[src/aec_pkg.sv]
`default_nettype none
package aec_pkg;
    // Register map, byte addresses on the AXI4-Lite slave.
    localparam logic [7:0] AEC_CFG_ADDR = 8'h00;
    localparam logic [7:0] AEC_CMP5_ADDR = 8'h04;
    localparam logic [7:0] AEC_STAT_ADDR = 8'h08;
    localparam logic [7:0] AEC_MASK_ADDR = 8'h0C;
    localparam logic [7:0] AEC_LCH_ADDR = 8'h10;
    localparam logic [7:0] AEC_SWL_ADDR = 8'h14;

    // Fields of environment_five_config.
    localparam int AEC_SRC_LSB = 0;
    localparam int AEC_METH_LSB = 3;
    localparam int AEC_ACT_LSB = 6;
    localparam int AEC_IDLE_LSB = 8;
    localparam int AEC_LTRIG_LSB = 12;
    localparam int AEC_LSPEED_BIT = 14;
    localparam int AEC_HWOFF_BIT = 15;
    localparam int AEC_SYO_LSB = 16;
    localparam int AEC_SYI_LSB = 20;
    localparam int AEC_MSKEEP_BIT = 22;
    localparam int AEC_CAKEEP_BIT = 23;
    localparam int AEC_CLR_LSB = 24;
    localparam logic [31:0] AEC_CFG_WMASK = 32'h0FFF_F7FF;
    localparam logic [31:0] AEC_CFG_RESET = 32'h0000_0000;
    localparam logic [31:0] AEC_CMP5_RESET = 32'h0000_0000;
    localparam logic [5:0] AEC_MASK_RESET = 6'h00;

    // Status bit positions.
    localparam int AEC_ST_MATCH = 0;
    localparam int AEC_ST_LATCH = 1;
    localparam int AEC_ST_SYNC = 2;
    localparam int AEC_ST_FLAGA = 3;
    localparam int AEC_ST_FLAGB = 4;
    localparam int AEC_ST_BADM = 5;
    localparam int AEC_NST = 6;

    localparam logic [14:0] AEC_DEFL_MAX = 15'h7FFF;

    typedef enum logic [2:0] {
        AEC_M_ANY = 3'h1,
        AEC_M_UP = 3'h2,
        AEC_M_DOWN = 3'h3,
        AEC_M_GT = 3'h4,
        AEC_M_LT = 3'h5
    } aec_method_type;

    typedef enum logic [2:0] {
        AEC_W_IDLE = 3'b001,
        AEC_W_DATA = 3'b010,
        AEC_W_RESP = 3'b100
    } aec_wstate_type;
endpackage
`default_nettype wire

[src/aec_env5.sv]
`default_nettype none
module aec_env5
    import aec_pkg::*;
(
    // Clock and reset
    input wire logic clk,
    input wire logic srst,
    // AXI4-Lite slave
    input wire logic [7:0] s_axi_awaddr,
    input wire logic s_axi_awvalid,
    output logic s_axi_awready,
    input wire logic [31:0] s_axi_wdata,
    input wire logic [3:0] s_axi_wstrb,
    input wire logic s_axi_wvalid,
    output logic s_axi_wready,
    output logic [1:0] s_axi_bresp,
    output logic s_axi_bvalid,
    input wire logic s_axi_bready,
    input wire logic [7:0] s_axi_araddr,
    input wire logic s_axi_arvalid,
    output logic s_axi_arready,
    output logic [31:0] s_axi_rdata,
    output logic [1:0] s_axi_rresp,
    output logic s_axi_rvalid,
    input wire logic s_axi_rready,
    // Counter values and directions
    input wire logic [31:0] cmd_pos_value,
    input wire logic [31:0] mech_pos_value,
    input wire logic [15:0] deflection_value,
    input wire logic [31:0] general_value,
    input wire logic [31:0] positioning_value,
    input wire logic [31:0] speed_value,
    input wire logic count_up,
    input wire logic count_down,
    // Other comparators and ramp events, same clock
    input wire logic [3:0] cmp_match_1to4,
    input wire logic accel_start,
    input wire logic accel_end,
    input wire logic decel_start,
    input wire logic decel_end,
    input wire logic [3:0] sync_from_axes,
    // Pins
    input wire logic latch_input,
    input wire logic origin_input,
    // Sticky flags and cause registers
    input wire logic set_flag_a,
    input wire logic set_flag_b,
    input wire logic clear_flag_a_cmd,
    input wire logic clear_flag_b_cmd,
    input wire logic main_status_read,
    input wire logic cause_regs_read,
    input wire logic cause_regs_write,
    output logic sticky_flag_a,
    output logic sticky_flag_b,
    output logic cause_clear,
    // Actions
    output logic stop_now,
    output logic stop_decel,
    output logic reload_speed,
    output logic [2:0] idle_pulse_count,
    output logic latch_strobe,
    output logic [3:0] counter_clear,
    output logic sync_out,
    output logic sync_start,
    output logic irq
);
    logic [31:0] env_cfg;
    logic [31:0] cmp5_value;
    logic [AEC_NST-1:0] stat;
    logic [AEC_NST-1:0] mask;
    logic [31:0] latch_c3;
    logic sw_latch;
    logic [1:0] ltc_sync, org_sync;
    logic ltc_q, org_q;
    logic [31:0] src_value;
    logic [31:0] defl_abs;
    logic match5;
    logic hw_trigger;
    logic latch_now;
    logic sync_evt;
    aec_wstate_type wstate;
    logic [7:0] waddr;
    logic aw_done, w_done;
    logic [31:0] wdata_q;
    logic [3:0] wstrb_q;
    logic wr_fire;
    logic [31:0] bytemask;

    wire [2:0] cmp5_source_sel = env_cfg[AEC_SRC_LSB +: 3];
    wire [2:0] cmp5_method_sel = env_cfg[AEC_METH_LSB +: 3];
    wire [1:0] cmp5_action_sel = env_cfg[AEC_ACT_LSB +: 2];
    wire [1:0] latch_trigger_sel = env_cfg[AEC_LTRIG_LSB +: 2];
    wire latch_speed_instead = env_cfg[AEC_LSPEED_BIT];
    wire hw_latch_disable = env_cfg[AEC_HWOFF_BIT];
    wire [3:0] sync_out_event_sel = env_cfg[AEC_SYO_LSB +: 4];
    wire [1:0] sync_in_axis_sel = env_cfg[AEC_SYI_LSB +: 2];
    wire main_status_keep_on_read = env_cfg[AEC_MSKEEP_BIT];
    wire cause_regs_keep_on_read = env_cfg[AEC_CAKEEP_BIT];
    wire status_read_clear = main_status_read && !main_status_keep_on_read;
    wire [3:0] clear_on_latch = env_cfg[AEC_CLR_LSB +: 4];

    // Pin inputs cross two flops before anything looks at them.
    always_ff @(posedge clk) begin
        if (srst) begin
            ltc_sync <= 2'h0;
            org_sync <= 2'h0;
            ltc_q <= 1'b0;
            org_q <= 1'b0;
        end else begin
            ltc_sync <= {ltc_sync[0], latch_input};
            org_sync <= {org_sync[0], origin_input};
            ltc_q <= ltc_sync[1];
            org_q <= org_sync[1];
        end
    end

    // Magnitude saturates so that -32768 still fits the positive range.
    always_comb begin
        if (deflection_value[15]) begin
            defl_abs = 32'(16'(-deflection_value));
        end else begin
            defl_abs = 32'(deflection_value);
        end
        if (defl_abs > 32'(AEC_DEFL_MAX)) begin
            defl_abs = 32'(AEC_DEFL_MAX);
        end
    end

    always_comb begin
        unique case (cmp5_source_sel)
            3'h0: src_value = cmd_pos_value;
            3'h1: src_value = mech_pos_value;
            3'h2: src_value = defl_abs;
            3'h3: src_value = general_value;
            3'h4: src_value = positioning_value;
            3'h5: src_value = speed_value;
            default: src_value = 32'h0000_0000;
        endcase
    end

    aec_cmp5 u_cmp5 (
        .clk(clk),
        .srst(srst),
        .method(cmp5_method_sel),
        .compare_value(cmp5_value),
        .source_value(src_value),
        .count_up(count_up),
        .count_down(count_down),
        .match_pulse(match5)
    );

    always_comb begin
        unique case (latch_trigger_sel)
            2'h0: hw_trigger = ltc_sync[1] && !ltc_q;
            2'h1: hw_trigger = org_sync[1] && !org_q;
            2'h2: hw_trigger = cmp_match_1to4[3];
            default: hw_trigger = match5;
        endcase
    end
    assign latch_now = sw_latch || (hw_trigger && !hw_latch_disable);

    always_comb begin
        unique case (sync_out_event_sel)
            4'h1, 4'h2, 4'h3, 4'h4:
                sync_evt = cmp_match_1to4[sync_out_event_sel[1:0] - 2'h1];
            4'h5: sync_evt = match5;
            4'h8: sync_evt = accel_start;
            4'h9: sync_evt = accel_end;
            4'hA: sync_evt = decel_start;
            4'hB: sync_evt = decel_end;
            default: sync_evt = 1'b0;
        endcase
    end

    always_ff @(posedge clk) begin
        if (srst) begin
            stop_now <= 1'b0;
            stop_decel <= 1'b0;
            reload_speed <= 1'b0;
            latch_strobe <= 1'b0;
            counter_clear <= 4'h0;
            sync_out <= 1'b0;
            sync_start <= 1'b0;
            idle_pulse_count <= 3'h0;
        end else begin
            stop_now <= match5 && cmp5_action_sel == 2'h1;
            stop_decel <= match5 && cmp5_action_sel == 2'h2;
            reload_speed <= match5 && cmp5_action_sel == 2'h3;
            latch_strobe <= latch_now;
            counter_clear <= latch_now ? clear_on_latch : 4'h0;
            sync_out <= sync_evt;
            sync_start <= sync_from_axes[sync_in_axis_sel];
            idle_pulse_count <= env_cfg[AEC_IDLE_LSB +: 3];
        end
    end

    always_ff @(posedge clk) begin
        if (srst) begin
            latch_c3 <= 32'h0000_0000;
        end else if (latch_now) begin
            latch_c3 <= latch_speed_instead ? speed_value
                : {{16{deflection_value[15]}}, deflection_value};
        end
    end

    // Sticky flags: set wins over any clear in the same cycle.
    always_ff @(posedge clk) begin
        if (srst) begin
            sticky_flag_a <= 1'b0;
            sticky_flag_b <= 1'b0;
        end else begin
            if (set_flag_a) begin
                sticky_flag_a <= 1'b1;
            end else if (clear_flag_a_cmd || status_read_clear) begin
                sticky_flag_a <= 1'b0;
            end
            if (set_flag_b) begin
                sticky_flag_b <= 1'b1;
            end else if (clear_flag_b_cmd || status_read_clear) begin
                sticky_flag_b <= 1'b0;
            end
        end
    end

    always_ff @(posedge clk) begin
        if (srst) begin
            cause_clear <= 1'b0;
        end else begin
            cause_clear <= cause_regs_keep_on_read ? cause_regs_write
                : cause_regs_read;
        end
    end

    // AXI4-Lite write path.
    assign wr_fire = wstate == AEC_W_DATA;
    always_comb begin
        for (int i = 0; i < 4; i++) begin
            bytemask[8*i +: 8] = {8{wstrb_q[i]}};
        end
    end

    always_ff @(posedge clk) begin
        if (srst) begin
            wstate <= AEC_W_IDLE;
            aw_done <= 1'b0;
            w_done <= 1'b0;
            waddr <= 8'h00;
            wdata_q <= 32'h0000_0000;
            wstrb_q <= 4'h0;
            s_axi_awready <= 1'b0;
            s_axi_wready <= 1'b0;
            s_axi_bvalid <= 1'b0;
            s_axi_bresp <= 2'h0;
        end else begin
            unique case (wstate)
                AEC_W_IDLE: begin
                    s_axi_awready <= !aw_done && !s_axi_awready;
                    s_axi_wready <= !w_done && !s_axi_wready;
                    if (s_axi_awvalid && s_axi_awready) begin
                        waddr <= s_axi_awaddr;
                        aw_done <= 1'b1;
                        s_axi_awready <= 1'b0;
                    end
                    if (s_axi_wvalid && s_axi_wready) begin
                        wdata_q <= s_axi_wdata;
                        wstrb_q <= s_axi_wstrb;
                        w_done <= 1'b1;
                        s_axi_wready <= 1'b0;
                    end
                    if ((aw_done || (s_axi_awvalid && s_axi_awready))
                        && (w_done || (s_axi_wvalid && s_axi_wready))) begin
                        wstate <= AEC_W_DATA;
                        s_axi_awready <= 1'b0;
                        s_axi_wready <= 1'b0;
                    end
                end
                AEC_W_DATA: begin
                    aw_done <= 1'b0;
                    w_done <= 1'b0;
                    s_axi_bvalid <= 1'b1;
                    s_axi_bresp <= (waddr == AEC_CFG_ADDR
                        || waddr == AEC_CMP5_ADDR || waddr == AEC_STAT_ADDR
                        || waddr == AEC_MASK_ADDR || waddr == AEC_SWL_ADDR)
                        ? 2'h0 : 2'h2;
                    wstate <= AEC_W_RESP;
                end
                AEC_W_RESP: begin
                    if (s_axi_bready) begin
                        s_axi_bvalid <= 1'b0;
                        wstate <= AEC_W_IDLE;
                    end
                end
            endcase
        end
    end

    always_ff @(posedge clk) begin
        if (srst) begin
            env_cfg <= AEC_CFG_RESET;
            cmp5_value <= AEC_CMP5_RESET;
            mask <= AEC_MASK_RESET;
            sw_latch <= 1'b0;
        end else begin
            sw_latch <= wr_fire && waddr == AEC_SWL_ADDR && wstrb_q[0]
                && wdata_q[0];
            if (wr_fire && waddr == AEC_CFG_ADDR) begin
                env_cfg <= (env_cfg & ~(bytemask & AEC_CFG_WMASK))
                    | (wdata_q & bytemask & AEC_CFG_WMASK);
            end
            if (wr_fire && waddr == AEC_CMP5_ADDR) begin
                cmp5_value <= (cmp5_value & ~bytemask) | (wdata_q & bytemask);
            end
            if (wr_fire && waddr == AEC_MASK_ADDR && wstrb_q[0]) begin
                mask <= wdata_q[AEC_NST-1:0];
            end
        end
    end

    // Status is write-one-to-clear; a new event in the same cycle wins.
    always_ff @(posedge clk) begin
        if (srst) begin
            stat <= '0;
            irq <= 1'b0;
        end else begin
            stat <= (stat & ~((wr_fire && waddr == AEC_STAT_ADDR
                && wstrb_q[0]) ? wdata_q[AEC_NST-1:0] : '0))
                | {cmp5_method_sel > 3'h5 || cmp5_method_sel == 3'h0,
                   set_flag_b, set_flag_a, sync_evt, latch_now, match5};
            irq <= |(stat & mask);
        end
    end

    // AXI4-Lite read path, one read at a time.
    always_ff @(posedge clk) begin
        if (srst) begin
            s_axi_arready <= 1'b0;
            s_axi_rvalid <= 1'b0;
            s_axi_rdata <= 32'h0000_0000;
            s_axi_rresp <= 2'h0;
        end else if (s_axi_rvalid) begin
            if (s_axi_rready) begin
                s_axi_rvalid <= 1'b0;
            end
        end else if (s_axi_arvalid && s_axi_arready) begin
            s_axi_arready <= 1'b0;
            s_axi_rvalid <= 1'b1;
            s_axi_rresp <= 2'h0;
            unique case (s_axi_araddr)
                AEC_CFG_ADDR: s_axi_rdata <= env_cfg;
                AEC_CMP5_ADDR: s_axi_rdata <= cmp5_value;
                AEC_STAT_ADDR: s_axi_rdata <= 32'(stat);
                AEC_MASK_ADDR: s_axi_rdata <= 32'(mask);
                AEC_LCH_ADDR: s_axi_rdata <= latch_c3;
                AEC_SWL_ADDR: s_axi_rdata <= 32'h0000_0000;
                default: begin
                    s_axi_rdata <= 32'h0000_0000;
                    s_axi_rresp <= 2'h2;
                end
            endcase
        end else begin
            s_axi_arready <= 1'b1;
        end
    end
endmodule
`default_nettype wire

[src/aec_cmp5.sv]
`default_nettype none
module aec_cmp5
    import aec_pkg::*;
(
    // Clock and reset
    input wire logic clk,
    input wire logic srst,
    // Setup
    input wire logic [2:0] method,
    input wire logic [31:0] compare_value,
    // Selected source
    input wire logic [31:0] source_value,
    input wire logic count_up,
    input wire logic count_down,
    // Result
    output logic match_pulse
);
    logic cond;
    logic cond_q;
    logic eq;

    assign eq = compare_value == source_value;

    // Compares are signed, like the counters they watch.
    always_comb begin
        unique case (method)
            AEC_M_ANY: cond = eq;
            AEC_M_UP: cond = eq && count_up;
            AEC_M_DOWN: cond = eq && count_down;
            AEC_M_GT: cond = $signed(compare_value) > $signed(source_value);
            AEC_M_LT: cond = $signed(compare_value) < $signed(source_value);
            default: cond = 1'b0;
        endcase
    end

    // Only the rising edge of the condition counts, so a held match is
    // reported once.
    always_ff @(posedge clk) begin
        if (srst) begin
            cond_q <= 1'b0;
            match_pulse <= 1'b0;
        end else begin
            cond_q <= cond;
            match_pulse <= cond && !cond_q;
        end
    end
endmodule
`default_nettype wire

[config.mk]
export PLATFORM = sky130hd
export DESIGN_NAME = aec_env5
export DESIGN_NICKNAME = d
export VERILOG_FILES = /design/src/aec_pkg.sv /design/src/aec_env5.sv /design/src/aec_cmp5.sv
export SDC_FILE = /design/constraint.sdc
export NUM_CORES = 1
export LEC_CHECK = 0
export BUFFER_PORTS_ARGS = -buffer_cell sky130_fd_sc_hd__buf_2
export CAP_MARGIN = 25
export CORE_UTILIZATION = 54
export CTS_BUF_LIST = sky130_fd_sc_hd__clkbuf_2 sky130_fd_sc_hd__clkbuf_4 sky130_fd_sc_hd__clkbuf_8
export DETAILED_ROUTE_END_ITERATION = 16
export GPL_ROUTABILITY_DRIVEN = 0
export HOLD_SLACK_MARGIN = 0.02
export MAX_ROUTING_LAYER = met4
export PLACE_DENSITY = 0.83
export RECOVER_POWER = 100
export SYNTH_ARGS = -nofsm -noshare
export SYNTH_HDL_FRONTEND = slang
export SYNTH_SLANG_ARGS = --single-unit
[constraint.sdc]
create_clock -name clk -period 4.35 [get_ports clk]
set_input_delay 0.435 -clock clk [delete_from_list [all_inputs] [get_ports clk]]
set_output_delay 0.435 -clock clk [all_outputs]
set_load 0.02 [all_outputs]
==> flow_summary.html, run 1 <==
<table>
<tr><th>Metric</th><th>Value</th></tr>
<tr><th colspan="2">Outcome</th></tr>
<tr><td>Outcome</td><td>finished, violations left</td></tr>
<tr><td>Failing checks</td><td>max-capacitance violations, max-slew violations</td></tr>
<tr><th colspan="2">Power and ir drop</th></tr>
<tr><td>Sequential group share of total power</td><td>0.474</td></tr>
<tr><td>Power share of the clock group</td><td>0.382</td></tr>
<tr><td>Internal cell power</td><td>3.383 mW</td></tr>
<tr><td>Switching share of power</td><td>0.2753</td></tr>
<tr><td>Power density over the cells</td><td>348.4 nW/um2</td></tr>
<tr><td>Net switching power</td><td>1.285 mW</td></tr>
<tr><td>Reported leakage power</td><td>5.225 nW</td></tr>
<tr><td>Relative contribution of combinational cells to total power</td><td>0.144</td></tr>
<tr><td>Maximum VDD drop</td><td>0.3693 mV</td></tr>
<tr><td>Design Power</td><td>4.668 mW</td></tr>
<tr><th colspan="2">STA</th></tr>
<tr><td>Number of max-slew violations in the final report</td><td>~190</td></tr>
<tr><td>Final worst slack</td><td>slightly above 0.2 ns</td></tr>
<tr><td>Slew at the pin with the worst max-slew slack</td><td>~2.5 ns</td></tr>
<tr><td>Number of failing hold endpoints at the final stage</td><td>0</td></tr>
<tr><td>Worst max-slew margin expressed relative to the limit</td><td>-0.6530</td></tr>
<tr><td>Unrepaired setup endpoints after global routing</td><td>no</td></tr>
<tr><td>Setup total negative slack</td><td>0 ns</td></tr>
<tr><td>Number of failing setup endpoints in the final timing report</td><td>0</td></tr>
<tr><td>Final cycle utilization of the critical path</td><td>0.9523</td></tr>
<tr><td>Final Critical Period</td><td>4.143 ns</td></tr>
<tr><td>Final setup skew</td><td>0.03098 ns</td></tr>
<tr><td>Maximum achievable frequency</td><td>between 200 and 250 MHz</td></tr>
<tr><td>Worst hold margin</td><td>between 0.15 and 0.2 ns</td></tr>
<tr><th colspan="2">Logic synthesis</th></tr>
<tr><td>Proportion of synthesized flip-flops having asynchronous set or reset</td><td>0</td></tr>
<tr><td>Post-synthesis share of cell area spent on xor and xnor gates</td><td>0.008770</td></tr>
<tr><td>Main combinational cell family by area after synthesis</td><td>compound AO/OA/AOI/OAI gates</td></tr>
<tr><td>Syn_area_per_cell</td><td>between 8 and 9 um2</td></tr>
<tr><td>Synth Area in Compound Gates</td><td>0.1986</td></tr>
<tr><td>Area share of the leading cell type in the synthesized netlist</td><td>0.3954</td></tr>
<tr><td>Yosys warning count</td><td>0</td></tr>
<tr><td>Post-synthesis mux area share</td><td>0.1415</td></tr>
<tr><td>Area of the mapped netlist</td><td>10990 um2</td></tr>
<tr><td>Flop and latch count out of synthesis</td><td>roughly 220</td></tr>
<tr><td>Part of the Yosys area used for sequential elements</td><td>0.3954</td></tr>
<tr><td>Number of flops mapped to enable cells by yosys</td><td>0</td></tr>
<tr><td>Post-synth top flop</td><td>dfxtp_1</td></tr>
<tr><td>Number of library cell types mapped by synthesis</td><td>60</td></tr>
<tr><td>Adder-Cell Fraction of Synth Area</td><td>0.04214</td></tr>
<tr><td>Post-synthesis simple-gate area fraction</td><td>0.1695</td></tr>
<tr><td>Cell accounting for the most synthesized area</td><td>dfxtp_1</td></tr>
<tr><td>Synthesized instance count</td><td>1280</td></tr>
<tr><td>Cell types with the largest area share after synthesis</td><td>dfxtp_1 40%, mux2i_1 6.6%, a21oi_1 6.3%</td></tr>
<tr><th colspan="2">Route</th></tr>
<tr><td>Wire per inst</td><td>19.07 um</td></tr>
<tr><td>Number of design-rule violations left by the first detailed-router iteration</td><td>1158</td></tr>
<tr><td>Antenna-violating nets left</td><td>0</td></tr>
<tr><td>Via density per instance</td><td>5.936</td></tr>
<tr><td>Overall via count from detail_route</td><td>10990</td></tr>
<tr><td>Detailed Route WL</td><td>roughly 35000 um</td></tr>
<tr><td>Iteration count of the initial detailed-routing pass</td><td>6</td></tr>
<tr><td>Residual DRC count</td><td>0</td></tr>
<tr><th colspan="2">CTS</th></tr>
<tr><td>Clock tree from TritonCTS</td><td>yes</td></tr>
<tr><td>Clock buffer count from CTS</td><td>36</td></tr>
<tr><td>Number of buffers inserted by post-CTS setup repair</td><td>0</td></tr>
<tr><td>Register clock-pin slew on the reported worst setup and hold paths</td><td>0.06 ns</td></tr>
<tr><td>H-Tree Depth</td><td>2</td></tr>
<tr><td>Quantity of gates resized following cts</td><td>0</td></tr>
<tr><td>Library cell used as clock root buffer</td><td>clkbuf_8</td></tr>
<tr><td>Number of buffers on the longest clock path</td><td>3</td></tr>
<tr><td>CTS Hold Buffers Added</td><td>0</td></tr>
<tr><td>Clock Latency Late Sink</td><td>0.51 ns</td></tr>
<tr><td>Number of clock sinks seen by CTS</td><td>217</td></tr>
<tr><th colspan="2">Worst setup path</th></tr>
<tr><td>Data required, critical path</td><td>4.72 ns</td></tr>
<tr><td>Sort of element at the end of the critical path</td><td>flop</td></tr>
<tr><td>WS Path Type</td><td>in -&gt; reg</td></tr>
<tr><td>Max Fanout on Critical Path</td><td>9</td></tr>
<tr><td>Launching element type of the critical path</td><td>primary input</td></tr>
<tr><td>Arrival time reported for the critical path endpoint</td><td>4.51 ns</td></tr>
<tr><th colspan="2">Place</th></tr>
<tr><td>IO Port Bufs</td><td>between 300 and 400</td></tr>
<tr><td>HPWL after detailed placement</td><td>~26000 um</td></tr>
<tr><td>Pre-CTS setup slack</td><td>-0.2071 ns</td></tr>
<tr><th colspan="2">Finish</th></tr>
<tr><td>Synthesis-to-finish area growth</td><td>21.95%</td></tr>
<tr><td>Final cell utilization of the core</td><td>0.6794</td></tr>
<tr><td>Share of final-layout standard cells stronger than drive strength 1</td><td>0.2568</td></tr>
<tr><td>Net count reported at finish</td><td>1856</td></tr>
<tr><td>Fill cell count</td><td>1633</td></tr>
<tr><th colspan="2">Global routing</th></tr>
<tr><td>Via count of the first global-routing pass</td><td>approximately 10000</td></tr>
<tr><td>Total global-route track usage</td><td>0.3374</td></tr>
<tr><td>Number of antenna violations at the first check in global routing</td><td>5</td></tr>
<tr><td>Pin count of the biggest net entering global routing</td><td>97</td></tr>
<tr><td>Remaining Overflow, GRT</td><td>0</td></tr>
<tr><td>Global-route wire length before repair</td><td>52700 um</td></tr>
<tr><th colspan="2">Floorplanning</th></tr>
<tr><td>Width of the chip</td><td>144.6 um</td></tr>
<tr><td>Die area</td><td>20920 um2</td></tr>
<tr><td>Number of placed I/O pins</td><td>roughly 320</td></tr>
<tr><td>Die Y</td><td>144.6 um</td></tr>
<tr><td>Row count</td><td>51</td></tr>
<tr><td>Starting density of the core</td><td>0.5571</td></tr>
<tr><td>Area of the core region</td><td>approximately 20000 um2</td></tr>
<tr><th colspan="2">Flow run</th></tr>
<tr><td>Max Cap Viol</td><td>4</td></tr>
<tr><th colspan="2">Worst hold path</th></tr>
<tr><td>Type of the tightest min-delay check</td><td>in -&gt; reg</td></tr>
</table>
==> Yosys cell counts (all sizes together) (16+ instances only) <==
| cell | n |
|---|---|
| a211oi | 35 |
| a21oi | 139 |
| a22oi | 51 |
| clkbuf | 84 |
| dfxtp | 217 |
| ha | 37 |
| inv | 30 |
| mux2 | 32 |
| mux2i | 72 |
| mux4 | 21 |
| nand2 | 168 |
| nand3 | 40 |
| nor2 | 119 |
| nor2b | 16 |
| o21ai | 67 |
==> worst paths after layout <==
kind / startpoint / endpoint / slack, ns / cells after the start
min reg2reg: u_cmp5.cond_q / u_cmp5.match_pulse / 0.43 / 1
max reg2reg: flop / latch_c3[31] / 0.33 / 7
min: origin_input / org_sync[0] / 0.17 / 2
max: deflection_value[4] / u_cmp5.match_pulse / 0.21 / 16
==> cells by family after synthesis <==
group / count (synthesis)
simple gates: 412
compound gates: 353
flops: 217
mux: 125
buf+inv: 124
fa+ha+maj: 37
xor+xnor: 11
other cells: 1
==> power by group through the flow <==
stage | clock network, mW | logic (mW) | registers (mW)
after global routing | 1.89 | 0.745 | 2.22
after detailed placement | 0 | 0.665 | 2.25
final | 1.78 | 0.672 | 2.21
after CTS | 1.80 | 0.669 | 2.21
after floorplan | 0 | 0.408 | 2.22
after global placement | 0 | 0.644 | 2.25
==> area by class of cell <==
type | count | area, um2 | area share
diodes | 5 | 12.51 | 0.0009340
clock buffers | 54 | 686.9 | 0.05127
clock inverters | 4 | 22.52 | 0.001681
inverters | 30 | 112.6 | 0.008406
multi-input cells | 940 | 6181 | 0.4614
flip-flops and latches | 217 | 4347 | 0.3245
well taps | 265 | 331.6 | 0.02475
repair buffers | 336 | 1703 | 0.1271
==> worst max-delay path, stage by stage <==
cell and delay [ns]:
buf_2 0.12, or3_4 0.39, or3_4 0.38, nor4_4 0.33, and3_4 0.25, nor2_4 0.06
a2111oi_2 0.30, a21oi_1 0.09, ha_1 0.31, nand3_1 0.11, nor4_1 0.37, nand3_1 0.16
or4_4 0.52, nand2_1 0.11, mux2i_1 0.10, a2111oi_0 0.46
==> stage by stage <==
stage	cells	instance area (um2)
detailed placement	1787	12760
floorplan	1281	10990
global route	1851	13400
global placement	1785	12720
CTS	1845	13470
finish	1851	13400
==> placed cells by master, fill, tap and decap left out, types with 7 or more instances in the layout <==
cell type	count
a211oi_1	35
a21oi_1	139
a221oi_1	11
a22o_1	8
a22oi_1	51
and2_0	7
buf_2	256
buf_4	16
clkbuf_1	58
clkbuf_4	9
clkbuf_8	45
dfxtp_1	215
ha_1	37
inv_1	29
mux2_2	32
mux2i_1	72
mux4_2	21
nand2_1	168
nand3_1	40
nand4_1	8
nor2_1	116
nor2b_1	16
nor3_1	13
o211ai_1	9
o21ai_0	67
==> layer usage <==
metal | routed length [um] | global-route usage | part of all wire
met1 | 14560 | 0.4419 | 0.41
met2 | 15580 | 0.5084 | 0.44
met3 | 3908 | 0.06689 | 0.11
met4 | 1258 | 0.1368 | 0.036
met5 | 0 | - | 0
(Power assumes the default switching activity.)
==> inputs of run 2 (changes only) <==
- CORE_UTILIZATION: 54 -> 25
- PLACE_DENSITY: 0.83 -> not set
==> flow_summary.html, run 2 (synthesized netlist as in run 1, its figures left out) <==
<table>
<tr><th>Metric</th><th>Value</th></tr>
<tr><th colspan="2">Outcome</th></tr>
<tr><td>Outcome</td><td>finished, violations left</td></tr>
<tr><td>Failing checks</td><td>max-capacitance violations, max-slew violations</td></tr>
<tr><th colspan="2">Worst setup path</th></tr>
<tr><td>Flop-to-flop setup slack</td><td>approximately 0.38 ns</td></tr>
<tr><td>End of the worst register-to-register path</td><td>u_cmp5.match_pulse</td></tr>
<tr><td>Max Fanout on Critical Path</td><td>9</td></tr>
<tr><td>Stage delay of the slowest cell on the critical path</td><td>0.51 ns</td></tr>
<tr><td>WS Path Type</td><td>in -&gt; reg</td></tr>
<tr><td>Count of buffering cells on the critical path with inverters included</td><td>1</td></tr>
<tr><td>Highest-delay cell along the critical path</td><td>or4_4</td></tr>
<tr><td>Arrival time reported for the critical path endpoint</td><td>4.44 ns</td></tr>
<tr><td>Sort of element at the end of the critical path</td><td>flop</td></tr>
<tr><td>Family with the most delay on the worst path</td><td>simple AND/OR/NAND/NOR gates</td></tr>
<tr><td>Sequence of cells on the critical path</td><td>buf_2 -&gt; or3_4 -&gt; or3_4 -&gt; nor4_4 -&gt; and3_4 -&gt; nor2_4 -&gt; a2111oi_2 -&gt; a21oi_1 -&gt; ha_1 -&gt; nand3_1 -&gt; nor4_1 -&gt; nand3_1 -&gt; or4_4 -&gt; nand2_1 -&gt; mux2i_1 -&gt; a2111oi_0</td></tr>
<tr><td>Data required, critical path</td><td>approximately 4.8 ns</td></tr>
<tr><td>Worst-case reg-to-reg path depth</td><td>12</td></tr>
<tr><td>Path length in cells of the critical path</td><td>16</td></tr>
<tr><td>Launching element type of the critical path</td><td>primary input</td></tr>
<tr><th colspan="2">Finish</th></tr>
<tr><td>Fill cell count</td><td>between 4000 and 5000</td></tr>
<tr><td>Most frequent standard cell in the layout excluding fill and tap cells</td><td>buf_2</td></tr>
<tr><td>Share of final-layout standard cells stronger than drive strength 1</td><td>0.2658</td></tr>
<tr><td>Final cell utilization of the core</td><td>0.3250</td></tr>
<tr><td>Most frequent cells in the layout</td><td>256 x buf_2, 214 x dfxtp_1, 168 x nand2_1, 139 x a21oi_1, 116 x nor2_1</td></tr>
<tr><td>Filler-free cell count of the finished design</td><td>around 2200</td></tr>
<tr><td>Net count reported at finish</td><td>~1900</td></tr>
<tr><td>Synthesis-to-finish area growth</td><td>27.71%</td></tr>
<tr><th colspan="2">Floorplanning</th></tr>
<tr><td>Die Y</td><td>211.6 um</td></tr>
<tr><td>Area of the core region</td><td>43170 um2</td></tr>
<tr><td>Die area</td><td>around 45000 um2</td></tr>
<tr><td>Starting density of the core</td><td>0.2545</td></tr>
<tr><td>Row count</td><td>76</td></tr>
<tr><td>Number of placed I/O pins</td><td>between 300 and 400</td></tr>
<tr><td>Width of the chip</td><td>roughly 210 um</td></tr>
<tr><th colspan="2">Place</th></tr>
<tr><td>Total instance count after detailed placement</td><td>2114</td></tr>
<tr><td>HPWL after detailed placement</td><td>32980 um</td></tr>
<tr><td>IO Port Bufs</td><td>313</td></tr>
<tr><th colspan="2">Global routing</th></tr>
<tr><td>Remaining Overflow, GRT</td><td>0</td></tr>
<tr><td>Number of antenna violations at the first check in global routing</td><td>15</td></tr>
<tr><td>Total global-route track usage</td><td>0.1908</td></tr>
<tr><td>Met3 layer usage reported by global route</td><td>0.05489</td></tr>
<tr><td>Met1 usage in global routing</td><td>0.2515</td></tr>
<tr><td>Met2 capacity usage during global routing</td><td>0.2844</td></tr>
<tr><td>Via count of the first global-routing pass</td><td>around 10000</td></tr>
<tr><td>Pin count of the biggest net entering global routing</td><td>102</td></tr>
<tr><td>Peak-usage layer in the global routing report</td><td>met2</td></tr>
<tr><td>Global-route wire length before repair</td><td>62570 um</td></tr>
<tr><th colspan="2">Power and ir drop</th></tr>
<tr><td>Maximum VDD drop</td><td>between 0.2 and 0.25 mV</td></tr>
<tr><td>Power density over the cells</td><td>between 300 and 400 nW/um2</td></tr>
<tr><td>Reported leakage power</td><td>5.361 nW</td></tr>
<tr><th colspan="2">CTS</th></tr>
<tr><td>Number of buffers inserted by post-CTS setup repair</td><td>0</td></tr>
<tr><td>Library cell used as clock root buffer</td><td>clkbuf_8</td></tr>
<tr><td>Clock buffer count from CTS</td><td>40</td></tr>
<tr><td>Clock Latency Late Sink</td><td>0.55 ns</td></tr>
<tr><td>Register clock-pin slew on the reported worst setup and hold paths</td><td>0.06 ns</td></tr>
<tr><td>Number of clock sinks seen by CTS</td><td>217</td></tr>
<tr><td>CTS Hold Buffers Added</td><td>0</td></tr>
<tr><td>Quantity of gates resized following cts</td><td>0</td></tr>
<tr><td>H-Tree Depth</td><td>2</td></tr>
<tr><td>Clock tree from TritonCTS</td><td>yes</td></tr>
<tr><td>Number of buffers on the longest clock path</td><td>3</td></tr>
<tr><th colspan="2">STA</th></tr>
<tr><td>Number of failing hold endpoints at the final stage</td><td>0</td></tr>
<tr><td>Final setup skew</td><td>0.01663 ns</td></tr>
<tr><td>Slew at the pin with the worst max-slew slack</td><td>2.197 ns</td></tr>
<tr><td>Final Critical Period</td><td>4.015 ns</td></tr>
<tr><td>Number of max-slew violations in the final report</td><td>225</td></tr>
<tr><td>Unrepaired setup endpoints after global routing</td><td>no</td></tr>
<tr><td>Worst max-slew margin expressed relative to the limit</td><td>-0.4648</td></tr>
<tr><td>Final cycle utilization of the critical path</td><td>0.9230</td></tr>
<tr><td>Worst hold margin</td><td>between 0.1 and 0.15 ns</td></tr>
<tr><td>Maximum achievable frequency</td><td>249.1 MHz</td></tr>
<tr><td>Setup total negative slack</td><td>0 ns</td></tr>
<tr><td>Number of failing setup endpoints in the final timing report</td><td>0</td></tr>
<tr><th colspan="2">Flow run</th></tr>
<tr><td>Max Cap Viol</td><td>3</td></tr>
<tr><th colspan="2">Worst hold path</th></tr>
<tr><td>Origin of the worst min-delay path</td><td>origin_input</td></tr>
<tr><td>Type of the tightest min-delay check</td><td>in -&gt; reg</td></tr>
<tr><td>Worst hold path endpoint</td><td>org_sync[0]</td></tr>
<tr><td>Hold Path Cell Cnt</td><td>2</td></tr>
<tr><th colspan="2">Route</th></tr>
<tr><td>Wire per inst</td><td>19.31 um</td></tr>
<tr><td>Detailed Route WL</td><td>42550 um</td></tr>
<tr><td>Number of design-rule violations left by the first detailed-router iteration</td><td>961</td></tr>
<tr><td>Iteration count of the initial detailed-routing pass</td><td>5</td></tr>
<tr><td>Via density per instance</td><td>roughly 4.9</td></tr>
<tr><td>Overall via count from detail_route</td><td>10790</td></tr>
<tr><td>Antenna-violating nets left</td><td>0</td></tr>
<tr><td>Residual DRC count</td><td>0</td></tr>
</table>
[run 2: cell types whose count changed in the layout (fill, tap and decap cells not counted), sizes merged]
cell,change
diode,+10
clkinv,+7
clkbuf,+6
bufinv,+3
dlymetal6s2s,+1
inv,+1
buf,+4
[run 2: layer usage]
layer  vias up  routed length, um
met1      5043              19550
li1       5221                  -
met4         0                918
met2       462              18240
met3        62               3840
met5         -                  0
[run 2: report_power, final]
group | internal, mW | total, mW | switching (mW)
sequential | 2.10 | 2.22 | 0.122
clock | 1.31 | 2.22 | 0.906
combinational | 0.281 | 0.687 | 0.407
[run 2: worst max path at each step]
stage	to	slack, ns	start
finish	u_cmp5.match_pulse	0.33	deflection_value[4]
global route	u_cmp5.match_pulse	0.01	flop
CTS	u_cmp5.match_pulse	0.37	flop
detailed placement	u_cmp5.match_pulse	-0.20	deflection_value[3]
global placement	u_cmp5.match_pulse	-0.03	deflection_value[3]
floorplan	u_cmp5.match_pulse	0.39	deflection_value[3]
[run 2: layout make-up]
cell class	count	area [um2]	area share
repair buffers	343	1709	0.1218
multi-input cells	940	6173	0.4400
clock inverters	15	156.4	0.01115
inverters	30	112.6	0.008026
clock buffers	58	760.7	0.05422
flip-flops and latches	217	4348	0.3099
diodes	15	37.54	0.002675
well taps	585	732.0	0.05217
[run 2: per-stage QoR]
stage	area, um2	total power, mW	setup slack [ns]
finish	14030	5.124	0.3347
detailed placement	13180	2.959	-0.1950
global placement	13180	2.943	-0.03439
global route	14030	5.362	0.01098
floorplan	10990	2.633	0.3901
CTS	14090	5.201	0.3696
